==> src/hw/usbec_pkg.sv <==
// Package of register map, field layout and reset values for the endpoint count block
package usbec_pkg;

  // ---------------------------------------------------------------
  // Register indices and byte addresses
  // ---------------------------------------------------------------
  localparam int unsigned IDX_ENDPOINT_SELECT      = 'hC7;
  localparam int unsigned IDX_ENDPOINT_FIFO_RESET  = 'hD5;
  localparam int unsigned IDX_RX_COUNT_LOW         = 'hE2;
  localparam int unsigned IDX_RX_COUNT_HIGH        = 'hE3;
  localparam int unsigned IDX_ENDPOINT_IRQ_SUMMARY = 'hF8;
  localparam int unsigned IDX_IRQ_STATUS           = 'hF0;
  localparam int unsigned IDX_IRQ_MASK             = 'hF1;

  localparam int unsigned ADDR_W = 12;
  localparam logic [ADDR_W-1:0] ADDR_ENDPOINT_SELECT      = ADDR_W'(IDX_ENDPOINT_SELECT * 4);
  localparam logic [ADDR_W-1:0] ADDR_ENDPOINT_FIFO_RESET  = ADDR_W'(IDX_ENDPOINT_FIFO_RESET * 4);
  localparam logic [ADDR_W-1:0] ADDR_RX_COUNT_LOW         = ADDR_W'(IDX_RX_COUNT_LOW * 4);
  localparam logic [ADDR_W-1:0] ADDR_RX_COUNT_HIGH        = ADDR_W'(IDX_RX_COUNT_HIGH * 4);
  localparam logic [ADDR_W-1:0] ADDR_ENDPOINT_IRQ_SUMMARY = ADDR_W'(IDX_ENDPOINT_IRQ_SUMMARY * 4);
  localparam logic [ADDR_W-1:0] ADDR_IRQ_STATUS           = ADDR_W'(IDX_IRQ_STATUS * 4);
  localparam logic [ADDR_W-1:0] ADDR_IRQ_MASK             = ADDR_W'(IDX_IRQ_MASK * 4);

  // ---------------------------------------------------------------
  // Field layout
  // ---------------------------------------------------------------
  localparam int unsigned NUM_EP     = 7;
  localparam int unsigned SELECTED_ENDPOINT_NUMBER_W    = 3;
  localparam int unsigned COUNT_W    = 11;
  localparam int unsigned COUNT_LO_W = 8;
  localparam int unsigned COUNT_HI_W = 3;
  localparam int unsigned PTR_W      = 10;
  localparam int unsigned IRQ_W      = 8;
  localparam int unsigned IRQ_BUSRST_BIT = 7;

  // ---------------------------------------------------------------
  // Reset values and count saturation limit
  // ---------------------------------------------------------------
  localparam logic [SELECTED_ENDPOINT_NUMBER_W-1:0] RST_ENDPOINT_SELECT     = 3'h0;
  localparam logic [NUM_EP-1:0]  RST_ENDPOINT_FIFO_RESET = 7'h00;
  localparam logic [IRQ_W-1:0]   RST_IRQ                 = 8'h00;
  localparam logic [COUNT_W-1:0] RST_COUNT               = 11'h000;
  localparam logic [PTR_W-1:0]   RST_PTR                 = 10'h000;
  localparam logic [COUNT_W-1:0] COUNT_MAX               = 11'h7FF;

  // AHB transfer type bit that marks NONSEQ or SEQ
  localparam int unsigned HTRANS_ACTIVE_BIT = 1;

endpackage

==> src/hw/usbec_irq_if.sv <==
// Interface carrying events, clears and mask writes to the interrupt collector
`timescale 1ns/10ps
interface usbec_irq_if;
  import usbec_pkg::*;
  logic [IRQ_W-1:0] evt;
  logic [IRQ_W-1:0] w1c;
  logic             mask_we;
  logic [IRQ_W-1:0] mask_wdata;
  logic [IRQ_W-1:0] status;
  logic [IRQ_W-1:0] mask;
  logic             irq;

  modport ctl (output evt, output w1c, output mask_we, output mask_wdata,
               input status, input mask, input irq);
  modport col (input evt, input w1c, input mask_we, input mask_wdata,
               output status, output mask, output irq);
endinterface

==> src/hw/usbec_top.sv <==
// AHB-Lite register block: received byte counts, endpoint FIFO resets, interrupt summary
//
// Overview of operation
// - Low count register shows count bits seven to zero of selected endpoint.
// - Count equals data bytes received after the data PID of last packet.
// - High count register bits two to zero carry count bits ten to eight.
// - High count bits seven to three read zero; firmware writes no ones there.
// - Both count registers follow the endpoint chosen by the select register.
// - FIFO reset register holds one bit per endpoint, bits zero to six.
// - FIFO reset bit seven is reserved, reads zero; firmware never sets it.
// - Interrupt summary register has its own address and ignores writes.
// - Summary bit follows whether any interrupt source of that endpoint pends.
`timescale 1ns/10ps
module usbec_top
  import usbec_pkg::*;
(
  input  wire logic                   hclk,
  input  wire logic                   hresetn,
  input  wire logic                   hsel,
  input  wire logic [31:0]            haddr,
  input  wire logic [1:0]             htrans,
  input  wire logic                   hwrite,
  input  wire logic [2:0]             hsize,
  input  wire logic [31:0]            hwdata,
  input  wire logic                   hready,
  output logic                        hreadyout,
  output logic                        hresp,
  output logic [31:0]                 hrdata,
  input  wire logic [SELECTED_ENDPOINT_NUMBER_W-1:0]     rx_ep,
  input  wire logic                   rx_pkt_start,
  input  wire logic                   rx_byte_valid,
  input  wire logic                   rx_pkt_end,
  input  wire logic                   usb_bus_reset,
  input  wire logic                   fifo_rd,
  input  wire logic [usbec_pkg::NUM_EP-1:0] ep_src_pending,
  output logic [usbec_pkg::NUM_EP-1:0] ep_fifo_reset,
  output logic [usbec_pkg::NUM_EP-1:0] ep_accept,
  output logic                        irq
);
  import usbec_pkg::*;

  // ---------------------------------------------------------------
  // Declarations
  // ---------------------------------------------------------------
  logic [ADDR_W-1:0]  addr_q;
  logic               wr_pend_q;
  logic               rd_wait_q;
  logic [31:0]        hrdata_q;
  logic [SELECTED_ENDPOINT_NUMBER_W-1:0] sel_q;
  logic [NUM_EP-1:0]  fifo_rst_q;
  logic [NUM_EP-1:0]  summary_q;

  logic               addr_phase;
  logic               sel_write;
  logic               rst_write;
  logic               stat_write;
  logic               mask_write;
  logic               sel_valid;
  logic [COUNT_W-1:0] sel_count;
  logic [31:0]        rd_value;
  logic [7:0]         wbyte;

  logic [NUM_EP-1:0]  ep_match;
  logic [NUM_EP-1:0]  ep_done;
  logic [NUM_EP-1:0]  ep_rd;
  logic [COUNT_W-1:0] ep_count [NUM_EP];

  usbec_irq_if irq_bus ();

  // ---------------------------------------------------------------
  // AHB-Lite address phase and write decode
  // ---------------------------------------------------------------

  // A transfer is taken only when selected, active and the bus is ready
  assign addr_phase = hsel & htrans[HTRANS_ACTIVE_BIT] & hready;

  // Writes land in the data phase that follows the address phase
  assign wbyte      = hwdata[7:0];
  assign sel_write  = wr_pend_q & (addr_q == ADDR_ENDPOINT_SELECT);
  assign rst_write  = wr_pend_q & (addr_q == ADDR_ENDPOINT_FIFO_RESET);
  assign stat_write = wr_pend_q & (addr_q == ADDR_IRQ_STATUS);
  assign mask_write = wr_pend_q & (addr_q == ADDR_IRQ_MASK);

  // Reads take one wait state so a read right after a write sees new data
  assign hreadyout = ~rd_wait_q;
  assign hresp     = 1'b0;
  assign hrdata    = hrdata_q;

  // Address capture and pending-phase flags
  always_ff @(posedge hclk or negedge hresetn)
  begin
    if (!hresetn)
    begin
      addr_q    <= '0;
      wr_pend_q <= 1'b0;
      rd_wait_q <= 1'b0;
    end
    else
    begin
      if (addr_phase)
        addr_q <= haddr[ADDR_W-1:0];
      wr_pend_q <= addr_phase & hwrite;
      rd_wait_q <= addr_phase & ~hwrite;
    end
  end

  // ---------------------------------------------------------------
  // Software-written control registers
  // ---------------------------------------------------------------

  // Endpoint select steers both count registers
  always_ff @(posedge hclk or negedge hresetn)
  begin
    if (!hresetn)
      sel_q <= RST_ENDPOINT_SELECT;
    else if (sel_write)
      sel_q <= wbyte[SELECTED_ENDPOINT_NUMBER_W-1:0];
  end

  // FIFO reset bits; bit seven is never stored so it always reads zero
  always_ff @(posedge hclk or negedge hresetn)
  begin
    if (!hresetn)
      fifo_rst_q <= RST_ENDPOINT_FIFO_RESET;
    else if (rst_write)
      fifo_rst_q <= wbyte[NUM_EP-1:0];
  end

  assign ep_fifo_reset = fifo_rst_q;

  // ---------------------------------------------------------------
  // Endpoint summary, tracks the pending sources of each endpoint
  // ---------------------------------------------------------------

  // Registered so firmware reads a clean value; writes have no path here
  always_ff @(posedge hclk or negedge hresetn)
  begin
    if (!hresetn)
      summary_q <= '0;
    else
      summary_q <= ep_src_pending;
  end

  // ---------------------------------------------------------------
  // Per-endpoint counters
  // ---------------------------------------------------------------

  // Incoming traffic goes only to the endpoint it addresses
  genvar g;
  generate
    for (g = 0; g < NUM_EP; g++)
    begin : g_ep
      assign ep_match[g] = (rx_ep == SELECTED_ENDPOINT_NUMBER_W'(g));
      assign ep_rd[g]    = fifo_rd & (sel_q == SELECTED_ENDPOINT_NUMBER_W'(g));

      usbec_ep_count u_ep (
        .hclk       (hclk),
        .hresetn    (hresetn),
        .fifo_rst   (fifo_rst_q[g]),
        .bus_rst    (usb_bus_reset),
        .pkt_start  (rx_pkt_start & ep_match[g]),
        .byte_valid (rx_byte_valid & ep_match[g]),
        .pkt_end    (rx_pkt_end & ep_match[g]),
        .rd_byte    (ep_rd[g]),
        .accept     (ep_accept[g]),
        .pkt_done   (ep_done[g]),
        .last_count (ep_count[g]),
        .wr_ptr     (),
        .rd_ptr     ()
      );
    end
  endgenerate

  // ---------------------------------------------------------------
  // Count selection for the two count registers
  // ---------------------------------------------------------------

  // Select value seven names no endpoint, so the counts read zero
  assign sel_valid = (sel_q < SELECTED_ENDPOINT_NUMBER_W'(NUM_EP));
  assign sel_count = sel_valid ? ep_count[sel_q] : RST_COUNT;

  // ---------------------------------------------------------------
  // Interrupt collection
  // ---------------------------------------------------------------

  // Packet-done events per endpoint plus a bus reset event
  assign irq_bus.evt        = {usb_bus_reset, ep_done};
  assign irq_bus.w1c        = stat_write ? wbyte : RST_IRQ;
  assign irq_bus.mask_we    = mask_write;
  assign irq_bus.mask_wdata = wbyte;
  assign irq                = irq_bus.irq;

  usbec_irq u_irq (
    .hclk    (hclk),
    .hresetn (hresetn),
    .bus     (irq_bus.col)
  );

  // ---------------------------------------------------------------
  // Read mux
  // ---------------------------------------------------------------

  // Unmapped addresses read zero; narrow registers sit in the low bits
  always_comb
  begin
    rd_value = 32'h0000_0000;
    case (addr_q)
      ADDR_ENDPOINT_SELECT:
        rd_value[SELECTED_ENDPOINT_NUMBER_W-1:0] = sel_q;
      ADDR_ENDPOINT_FIFO_RESET:
        rd_value[NUM_EP-1:0] = fifo_rst_q;
      ADDR_RX_COUNT_LOW:
        rd_value[COUNT_LO_W-1:0] = sel_count[COUNT_LO_W-1:0];
      ADDR_RX_COUNT_HIGH:
        rd_value[COUNT_HI_W-1:0] = sel_count[COUNT_W-1:COUNT_LO_W];
      ADDR_ENDPOINT_IRQ_SUMMARY:
        rd_value[NUM_EP-1:0] = summary_q;
      ADDR_IRQ_STATUS:
        rd_value[IRQ_W-1:0] = irq_bus.status;
      ADDR_IRQ_MASK:
        rd_value[IRQ_W-1:0] = irq_bus.mask;
      default:
        rd_value = 32'h0000_0000;
    endcase
  end

  // Read data captured in the wait cycle and held until the next read
  always_ff @(posedge hclk or negedge hresetn)
  begin
    if (!hresetn)
      hrdata_q <= 32'h0000_0000;
    else if (rd_wait_q)
      hrdata_q <= rd_value;
  end

  // hsize is accepted but unused: only whole-word transfers are issued
  logic unused_hsize;
  assign unused_hsize = |hsize;

endmodule

==> src/hw/usbec_irq.sv <==
// Sticky interrupt status with write-one-to-clear, mask and one level output
`timescale 1ns/10ps
module usbec_irq
  import usbec_pkg::*;
(
  input wire logic hclk,
  input wire logic hresetn,
  usbec_irq_if.col bus
);
  import usbec_pkg::*;

  logic [IRQ_W-1:0] status_q;
  logic [IRQ_W-1:0] status_d;
  logic [IRQ_W-1:0] mask_q;

  // Set wins over clear so an event landing on the clear write survives
  assign status_d = (status_q & ~bus.w1c) | bus.evt;

  // Status and mask storage
  always_ff @(posedge hclk or negedge hresetn)
  begin
    if (!hresetn)
    begin
      status_q <= RST_IRQ;
      mask_q   <= RST_IRQ;
    end
    else
    begin
      status_q <= status_d;
      if (bus.mask_we)
        mask_q <= bus.mask_wdata;
    end
  end

  assign bus.status = status_q;
  assign bus.mask   = mask_q;
  assign bus.irq    = |(status_q & mask_q);
endmodule

==> src/hw/usbec_ep_count.sv <==
// One endpoint: byte counter after the data PID, FIFO pointers and FIFO reset hold
`timescale 1ns/10ps
module usbec_ep_count
  import usbec_pkg::*;
(
  input  wire logic               hclk,
  input  wire logic               hresetn,
  input  wire logic               fifo_rst,
  input  wire logic               bus_rst,
  input  wire logic               pkt_start,
  input  wire logic               byte_valid,
  input  wire logic               pkt_end,
  input  wire logic               rd_byte,
  output logic                    accept,
  output logic                    pkt_done,
  output logic [COUNT_W-1:0]      last_count,
  output logic [PTR_W-1:0]        wr_ptr,
  output logic [PTR_W-1:0]        rd_ptr
);
  import usbec_pkg::*;

  logic [COUNT_W-1:0] run_q;
  logic [COUNT_W-1:0] last_q;
  logic [PTR_W-1:0]   wr_q;
  logic [PTR_W-1:0]   rd_q;
  logic               done_q;
  logic               take_byte;

  // No data enters while the FIFO reset bit is set
  assign accept    = ~fifo_rst;
  assign take_byte = byte_valid & accept & (run_q != COUNT_MAX);

  // Counting restarts at each data PID; the count latches at packet end
  always_ff @(posedge hclk or negedge hresetn)
  begin
    if (!hresetn)
    begin
      run_q  <= RST_COUNT;
      last_q <= RST_COUNT;
      wr_q   <= RST_PTR;
      rd_q   <= RST_PTR;
      done_q <= 1'b0;
    end
    else if (fifo_rst)
    begin
      run_q  <= RST_COUNT;
      last_q <= RST_COUNT;
      wr_q   <= RST_PTR;
      rd_q   <= RST_PTR;
      done_q <= 1'b0;
    end
    else
    begin
      done_q <= pkt_end & ~bus_rst;
      if (bus_rst)
      begin
        run_q  <= RST_COUNT;
        last_q <= RST_COUNT;
      end
      else if (pkt_start)
        run_q <= RST_COUNT;
      else if (take_byte)
        run_q <= run_q + 11'h001;
      if (pkt_end && !bus_rst)
        last_q <= run_q;
      if (take_byte)
        wr_q <= wr_q + 10'h001;
      if (rd_byte)
        rd_q <= rd_q + 10'h001;
    end
  end

  assign pkt_done   = done_q;
  assign last_count = last_q;
  assign wr_ptr     = wr_q;
  assign rd_ptr     = rd_q;
endmodule

==> config.mk <==
export PLATFORM = sky130hd
export DESIGN_NAME = usbec_top
export DESIGN_NICKNAME = d
export VERILOG_FILES = /design/src/hw/usbec_pkg.sv /design/src/hw/usbec_irq_if.sv /design/src/hw/usbec_top.sv /design/src/hw/usbec_irq.sv /design/src/hw/usbec_ep_count.sv
export SDC_FILE = /design/constraint.sdc
export NUM_CORES = 1
export LEC_CHECK = 0
export BUFFER_PORTS_ARGS = -buffer_cell sky130_fd_sc_hd__buf_2
export CORE_ASPECT_RATIO = 0.5
export CORE_MARGIN = 1.5
export CORE_UTILIZATION = 55
export DETAILED_ROUTE_END_ITERATION = 12
export PLACE_DENSITY = 0.77
export SETUP_SLACK_MARGIN = 0.1
export SLEW_MARGIN = 20
export SYNTH_ARGS = -nofsm -noshare
export SYNTH_HDL_FRONTEND = slang
export SYNTH_HIERARCHICAL = 1
export SYNTH_SLANG_ARGS = --single-unit
==> constraint.sdc <==
create_clock -name hclk -period 2.1 [get_ports hclk]
set_input_delay 0.42 -clock hclk [delete_from_list [all_inputs] [get_ports hclk]]
set_output_delay 0.42 -clock hclk [all_outputs]
set_load 0.01 [all_outputs]
### After elaboration in Yosys (flattened, before gate mapping)

Index checks and enable logic that the tools add are counted.

* flip-flop bits (word level): 216
* input port bits: 89
* output and inout bits: 49
* logic and storage cells: 206

* add/subtract/negate cells: 7
* $lt $le $gt $ge: 2
* equal/unequal tests: 20
* multiplexer cells: 58
* bitwise logic cells: 65
* reduce and logical (&&, ||, !) cells: 24

Operators by type and width (count)
* $mux 11: 46
* $eq 12x10->1 const B: 7
* $add 11x1->11 const B: 7
* $ne 11x11->1 const B: 7
* $and 1x1->1: 50
* $bmux 11 s3: 1
* $reduce_bool 4->1: 7
* $pmux 3 s7: 1
* $reduce_bool 3->1: 7
* $pmux 4 s5: 1
* $and 8x8->8: 2
* $not 1->1: 10
* $eq 3x3->1 const B: 3
* $mux 8: 1
* $not 8->8: 1
* $or 8x8->8: 1
* $reduce_or 8->1: 1
* $logic_and 1x1->1: 7
* $mux 1: 7
* $eq 3x2->1 const B: 2
* $ge 4x4->1 const B: 1
* $not 3->4: 1
* $eq 3x1->1 const B: 1
* $logic_not 3->1: 1
* 3 further kinds: 3

### Longest topological paths before layout

Gate-level depths: netlist of the first run.

* depth in word-level cells: 8
* mapped depth: 8
* gate-level depth less buffers: 6

### Hierarchy

The synthesis of the first run kept the hierarchy.

Modules (own cells, without submodules)
* usbec_ep_count at g_ep[0].u_ep ...: instances 6, cells each 207, area an instance 2108.3 um^2, sequential area each 1076.0 um^2
* usbec_top: instances 1, cells each 305, area an instance 2917.8 um^2, sequential area each 975.9 um^2
* usbec_ep_count at g_ep[3].u_ep: instances 1, cells each 204, area an instance 2134.5 um^2, sequential area each 1076.0 um^2
* usbec_irq: instances 1, cells each 46, area an instance 658.1 um^2, sequential area each 400.4 um^2

### Worst setup path before layout of the first run

Ideal clock, no wire load.

* path type: input -> register
* start point: input port rx_ep[1]
* end point: register g_ep[0].u_ep.run_q[7]
* library setup time: 0.120 ns
* data arrival time: 1.991 ns
* data required time: 1.980 ns
* setup slack: -0.012 ns
* stages on the path: 8
* buffers on the path: 2
* path through: or2_2 > clkbuf_1 > nor2_1 > buf_2 > nand4_1 > a311oi_1 > a31oi_1 > a41o_1

* word-level cells in the longest chain between the ends: 5
* elaborated cells between the ends (all ways): 9
* classes of those cells: mux: 3; bitwise: 4; reduce/logical: 2

RTL lines
* start: declaration: line usbec_top.sv:29 `input wire logic [SELECTED_ENDPOINT_NUMBER_W-1:0] rx_ep,`
* $logic_not 3->1 (*): line usbec_top.sv:153 `assign ep_match[g] = (rx_ep == SELECTED_ENDPOINT_NUMBER_W'(g));`
* $and 1x1->1 (on tied branches): line usbec_top.sv:162, usbec_top.sv:161
* $and 1x1->1 / $mux 11 (equally long branches): line usbec_ep_count.sv:31, usbec_ep_count.sv:60
* $and 1x1->1 / $mux 11 (equally long branches): line usbec_ep_count.sv:31, usbec_ep_count.sv:55
* $reduce_bool 4->1 (no source line) / $mux 11 (equally long branches)
* end signal: assignment: line usbec_ep_count.sv:63 `run_q <= run_q + 11'h001;`
* end: declaration: line usbec_ep_count.sv:22 `logic [COUNT_W-1:0] run_q;`

Mark *: on every way between the ends. The rest lies on a longest branch, timed or not.
A chain may end at the register's enable or synchronous reset.

### Worst setup path in the final report of the first run

* start point: register sel_q[1]
* end point: register hrdata_q[1], in the netlist hrdata[1]

* word-level cells in the longest chain between the ends: 6
* elaborated cells between the ends (all ways): 7
* classes of those cells: order compare: 1; mux: 5; bitwise: 1

RTL lines
* start: declaration: line usbec_top.sv:49 `logic [SELECTED_ENDPOINT_NUMBER_W-1:0] sel_q;`
* start signal: assignment: line usbec_top.sv:117 `sel_q <= wbyte[SELECTED_ENDPOINT_NUMBER_W-1:0];`
* $not 3->4 (implied by the code): line usbec_top.sv:180 `assign sel_count = sel_valid ? ep_count[sel_q] : RST_COUNT;`
* $bmux 11 s3: line usbec_top.sv:180
* $mux 11 (implied by the code) (2 in series): line usbec_top.sv:180
* $mux 11: line usbec_top.sv:180
* $pmux 3 s7 (*): line usbec_top.sv:207 `case (addr_q)`
* end signal: assignment: line usbec_top.sv:233 `hrdata_q <= rd_value;`
* end: declaration: line usbec_top.sv:48 `logic [31:0] hrdata_q;`

Mark *: on every way between the ends. The rest lies on a longest branch, timed or not. The select of a mux whose other input is x is not followed.

==> results.toml, run 1 <==
[outcome]
status = "complete, but fails checks"
violations = "design-rule violations"

[clock_tree]
cts_tree = "built"
cts_buffers = 21
clkTransAtPathRegs_ns = 0.07
numClockSinks = 216
clock_latency_ns = 0.51
root_buffer = "clkbuf_16"
htreeDepth = 1
cts_buffer_depth = 3

[place]
numPortBuffers = 63
place_ws_ns = -0.136
place_congestion = 0.920
hpwl_mm = 20.6
postPlaceCellArea_um2 = 12400

[grt]
grt_max_degree = 57
grt_pass1_wl_mm = 45.5
grt_pass1_vias = 8851
antenna_found_initial = 0
track_usage = 0.259
overflow = 0

[finish]
drive_above_1_share = 0.235
regArea_um2 = 5410
final_common_cell = "dfrtp_1"
layout_common_cells = "dfrtp_1 (214), nor2_1 (170), mux2i_1 (98)"
n_antenna_cell = 0
nFillCells = 1558
utilization = 0.641
multi_input_area_um2 = 5420
fin_area_um2 = 13200
final_nets = 1315
area_delta_synth_final_pct = 14.3

[drt]
drt-total-wl_mm = 27.9
drc = 3
detail_route.wl_per_cell_um = 18.6
dr_total_vias = 8911
first_pass_iters = 11
ant_nets = 0
via_per_inst = 5.92
dr.first_iter.drc_count = 753

[timing]
setup_slack_ns = 0.151
max_slew_margin = 0.569
period_share = 0.928
final.min_clock_period_ns = 1.95
hold_viol = 0
finalSetupViolCount = 0
rsz0062_at_grt = "true"
worst_pin_slew_ns = 0.641
max_freq_ghz = 0.513
fin_skew_ns = 0.0125
final_max_slew_viol_count = 0

[floorplanning]
core_um2 = 20500
ios = 138
die_w_um = 208
die_h_um = 105
die-area_um2 = 21800
initial_core_util = 0.561
fp-row-count = 37

[pwr]
p_leak_nw = 5.94
ir_drop_mv = 0.413
pwr_density_cell_nw_per_um2 = 676
clkPwrFrac = 0.434
p_switching_w = 0.00213
power_frac_comb = 0.076
power.share.sequential = 0.490
p_int_w = 0.00676
swShare = 0.240

[critical_path]
cp.required_ns = 2.49
crit_type = "reg2reg"
cp.arrival_ns = 2.33
end_kind = "flip-flop"
crit_fanout = 13
cp-start-kind = "flip-flop"

[logic_synthesis]
synthCells = 1118
syn_avg_cell_area_um2 = 10.3
ys.warnings.count = 6
syn-cell-area_um2 = 11500

[job]
cap_violations = 0

[hold_path]
worst_hold_path_type = "in2reg"
worst max-delay path: stages (launching register included):
cell	delay, ns
dfrtp_2	0.52
buf_4	0.18
buf_12	0.13
mux4_2	0.35
nor2_1	0.11
nor4_1	0.07
a2111oi_1	0.37
o2bb2ai_1	0.09
sequential cells by signal, indices dropped and copies added (netlist names):
| name | count |
|---|---|
| g_ep.u_ep/last_count | 77 |
| rd_wait_q | 1 |
| g_ep.u_ep/run_q | 77 |
| ep_fifo_reset | 7 |
| sel_q | 3 |
| wr_pend_q | 1 |
| u_irq/bus.status | 8 |
| addr_q | 12 |
| u_irq/bus.mask | 8 |
| hrdata | 8 |
| summary_q | 7 |
| g_ep.u_ep/pkt_done | 7 |
per-stage QoR:
| step | cells | TNS, ns | power, W | hold slack (ns) |
|---|---|---|---|---|
| CTS | 1498 | 0 | 0.00895 | 0.0103 |
| global route | 1506 | 0 | 0.00918 | 0.0178 |
| floorplan | 1142 | 0 | 0.00480 | 0.124 |
| detailed placement | 1460 | -0.759 | 0.00511 | 0.411 |
| finish | 1506 | 0 | 0.00889 | 0.0220 |
| global placement | 1460 | -0.367 | 0.00508 | 0.409 |
per-layer routing:
layer | share of wire | vias to the layer above | GRT usage
met5 | 0 | - | 0
met3 | 0.052 | 43 | 0.0361
met4 | 0.020 | 0 | 0.0636
met2 | 0.48 | 252 | 0.437
li1 | - | 4145 | -
met1 | 0.44 | 4471 | 0.357
area by class of cell:
cell class | count | share of cell area
Sequential cell | 216 | 0.411
Multi-Input combinational cell | 775 | 0.412
Timing Repair Buffer | 158 | 0.0848
Clock inverter | 4 | 0.00419
Tap cell | 273 | 0.0260
Inverter | 47 | 0.0134
Clock buffer | 33 | 0.0487
worst paths after layout:
kind | start | endpoint | slack, ns | cells past startpoint
max in group asynchronous | hresetn | g_ep[3].u_ep/last_count[10] | 0.94 | 3
hold reg to reg | g_ep[2].u_ep/pkt_done | u_irq/bus.status[2] | 0.43 | 1
setup reg to reg | sel_q[1] | hrdata[1] | 0.15 | 7
hold / removal | ep_src_pending[3] | summary_q[3] | 0.02 | 1
setup / recovery | sel_q[1] | hrdata[1] | 0.15 | 7
min in group asynchronous | hresetn | u_irq/bus.mask[5] | 0.46 | 2
power groups by stage:
stage	Clock (W)	Sequential, W	Combinational (W)
after CTS	0.00391	0.00436	0.000676
after global placement	0	0.00443	0.000655
final	0.00385	0.00436	0.000675
after global routing	0.00407	0.00437	0.000745
after detailed placement	0	0.00443	0.000672
after floorplan	0	0.00440	0.000403
what timing repair did:
item | CTS | global route
setup buffers | 0 | 8
gates resized for setup | 2 | 1
setup endpoints to repair | 6 | 9
hold buffers | 1 | 0
hold endpoints to repair | 49 | 0
pin swaps | 0 | 0
No activity file was read; power rests on OpenSTA's default activity.
==> run 2: changes to the inputs <==
Settings changed: CAP_MARGIN set to 30, CORE_ASPECT_RATIO 0.5 to 0.9.
==> results.toml, run 2 (synthesis gave the netlist of run 1 again) <==
[clock_tree]
cts_buffer_depth = 3
clkTransAtPathRegs_ns = 0.06
cts_tree = "built"
cts_buffers = 23
htreeDepth = 1
clock_latency_ns = 0.51
root_buffer = "clkbuf_16"
numClockSinks = 216

[grt]
grt_pass1_vias = 8421
grt_pass1_wl_mm = 44.8
track_usage = 0.257
overflow = 0
antenna_found_initial = 0
grt_max_degree = 53

[finish]
drive_above_1_share = 0.241
nFillCells = 1603
n_antenna_cell = 0
final_common_cell = "dfrtp_1"
final_nets = 1315
layout_common_cells = "dfrtp_1 (215), nor2_1 (170), mux2i_1 (98)"
multi_input_area_um2 = 5450
area_delta_synth_final_pct = 14.5
regArea_um2 = 5410
fin_area_um2 = 13200
utilization = 0.651

[timing]
max_slew_margin = 0.579
period_share = 0.923
fin_skew_ns = 0.00986
rsz0062_at_grt = "true"
max_freq_ghz = 0.516
setup-tns-final_ns = 0
worst_pin_slew_ns = 0.629
final_max_slew_viol_count = 0
hold_viol = 0
final.min_clock_period_ns = 1.94
finalSetupViolCount = 0
setup_slack_ns = 0.161

[drt]
dr.first_iter.drc_count = 755
drc = 0
dr_total_vias = 8837
ant_nets = 0
via_per_inst = 5.93
drt-total-wl_mm = 27.6
detail_route.wl_per_cell_um = 18.5
first_pass_iters = 5

[place]
place_congestion = 0.923
postPlaceCellArea_um2 = 12400
numPortBuffers = 63
place_ws_ns = -0.0916
hpwl_mm = 20.1

[pwr]
power_w = 0.00898
pwr_density_cell_nw_per_um2 = 682
p_leak_nw = 5.97
ir_drop_mv = 0.447

[hold_path]
worst_hold_path_type = "in2reg"
hold_path_end = "summary_q[1]"
holdPathStages = 1
hold_start = "ep_src_pending[1]"

[floorplanning]
die_h_um = 140
fp-row-count = 49
die_w_um = 155
die-area_um2 = 21800
ios = 138
initial_core_util = 0.569
core_um2 = 20200

[critical_path]
end_kind = "flip-flop"
worstReg2RegEnd = "hrdata[7]"
slowest_stage = "dfrtp_2"
cp-start-kind = "flip-flop"
crit_path_max_incr_delay_ns = 0.45
r2r_slack_ns = 0.16
cp.required_ns = 2.53
r2r-start = "sel_q[0]"
crit_fanout = 6
crit_type = "reg2reg"
cp.arrival_ns = 2.37
crit_chain = "clkbuf_4 > buf_4 > mux4_2 > nor2_1 > a211oi_1 > a21oi_1 > o2bb2ai_1"
reg2reg_depth = 7

[outcome]
status = "completed"

[job]
cap_violations = 0
run 2: changes by cell type in the layout (fill, tap and decap cells not counted), sizes merged:
cell      before  now
clkinv         1    8
buf          156  153
clkbuf        34   31
clkinvlp       0    2
inv           49   47
run 2: report_power, final:
part / internal (W) / total, W / switching [W]
combinational: 0.000270 / 0.000678 / 0.000408
clock: 0.00227 / 0.00394 / 0.00166
sequential: 0.00426 / 0.00437 / 0.000107
total: 0.00681 / 0.00898 / 0.00218
run 2: final cells by class:
| type | count | share of cell area |
|---|---|---|
| Multi-Input combinational cell | 775 | 0.414 |
| Sequential cell | 216 | 0.410 |
| Timing Repair Buffer | 156 | 0.0825 |
| Clock buffer | 29 | 0.0484 |
| Tap cell | 255 | 0.0242 |
| Inverter | 47 | 0.0134 |
| Clock inverter | 11 | 0.00703 |
run 2: metrics by stage:
stage	std cells	hold slack (ns)
3_5_place_dp	1443	0.413
3_3_place_gp	1443	0.410
2_1_floorplan	1142	0.124
4_1_cts	1484	0.00725
6_report	1489	0.0188
5_1_grt	1489	0.00473
run 2: layer usage:
layer,track usage,vias up,routed length (µm),part of all wire
li1,-,4123,-,-
met1,0.394,4342,13000,0.47
met2,0.377,328,12000,0.44
met3,0.0461,44,2000,0.072
met4,0.0652,0,603,0.022
met5,0,-,0,0
run 2: worst max-delay path: cells and delay by family, from the launching register on:
kind / cells / cell delay [ns]
mux: 1 / 0.37
flops: 1 / 0.45
buf+inv: 2 / 0.34
simple gates: 1 / 0.06
compound gates: 3 / 0.63
run 2: worst max path at each step:
stage	start	to	slack (ns)	cells after the start
finish	sel_q[0]	hrdata[7]	0.16	7
global route	addr_q[4]	hrdata[4]	0.07	5
CTS	sel_q[1]	hrdata[5]	0.15	7
detailed placement	rx_ep[1]	g_ep[0].u_ep/run_q[9]	-0.09	8
global placement	rx_ep[1]	g_ep[0].u_ep/run_q[9]	-0.06	8
floorplan	rx_ep[1]	g_ep[0].u_ep/run_q[7]	0.10	8
run 2: timing repair:
| action | in CTS | in global routing |
|---|---|---|
| setup buffers | 0 | 5 |
| hold buffers | 1 | 0 |
| resized for setup | 1 | 7 |
| endpoints found under the hold margin | 46 | 0 |
| endpoints found under the setup margin | 4 | 4 |
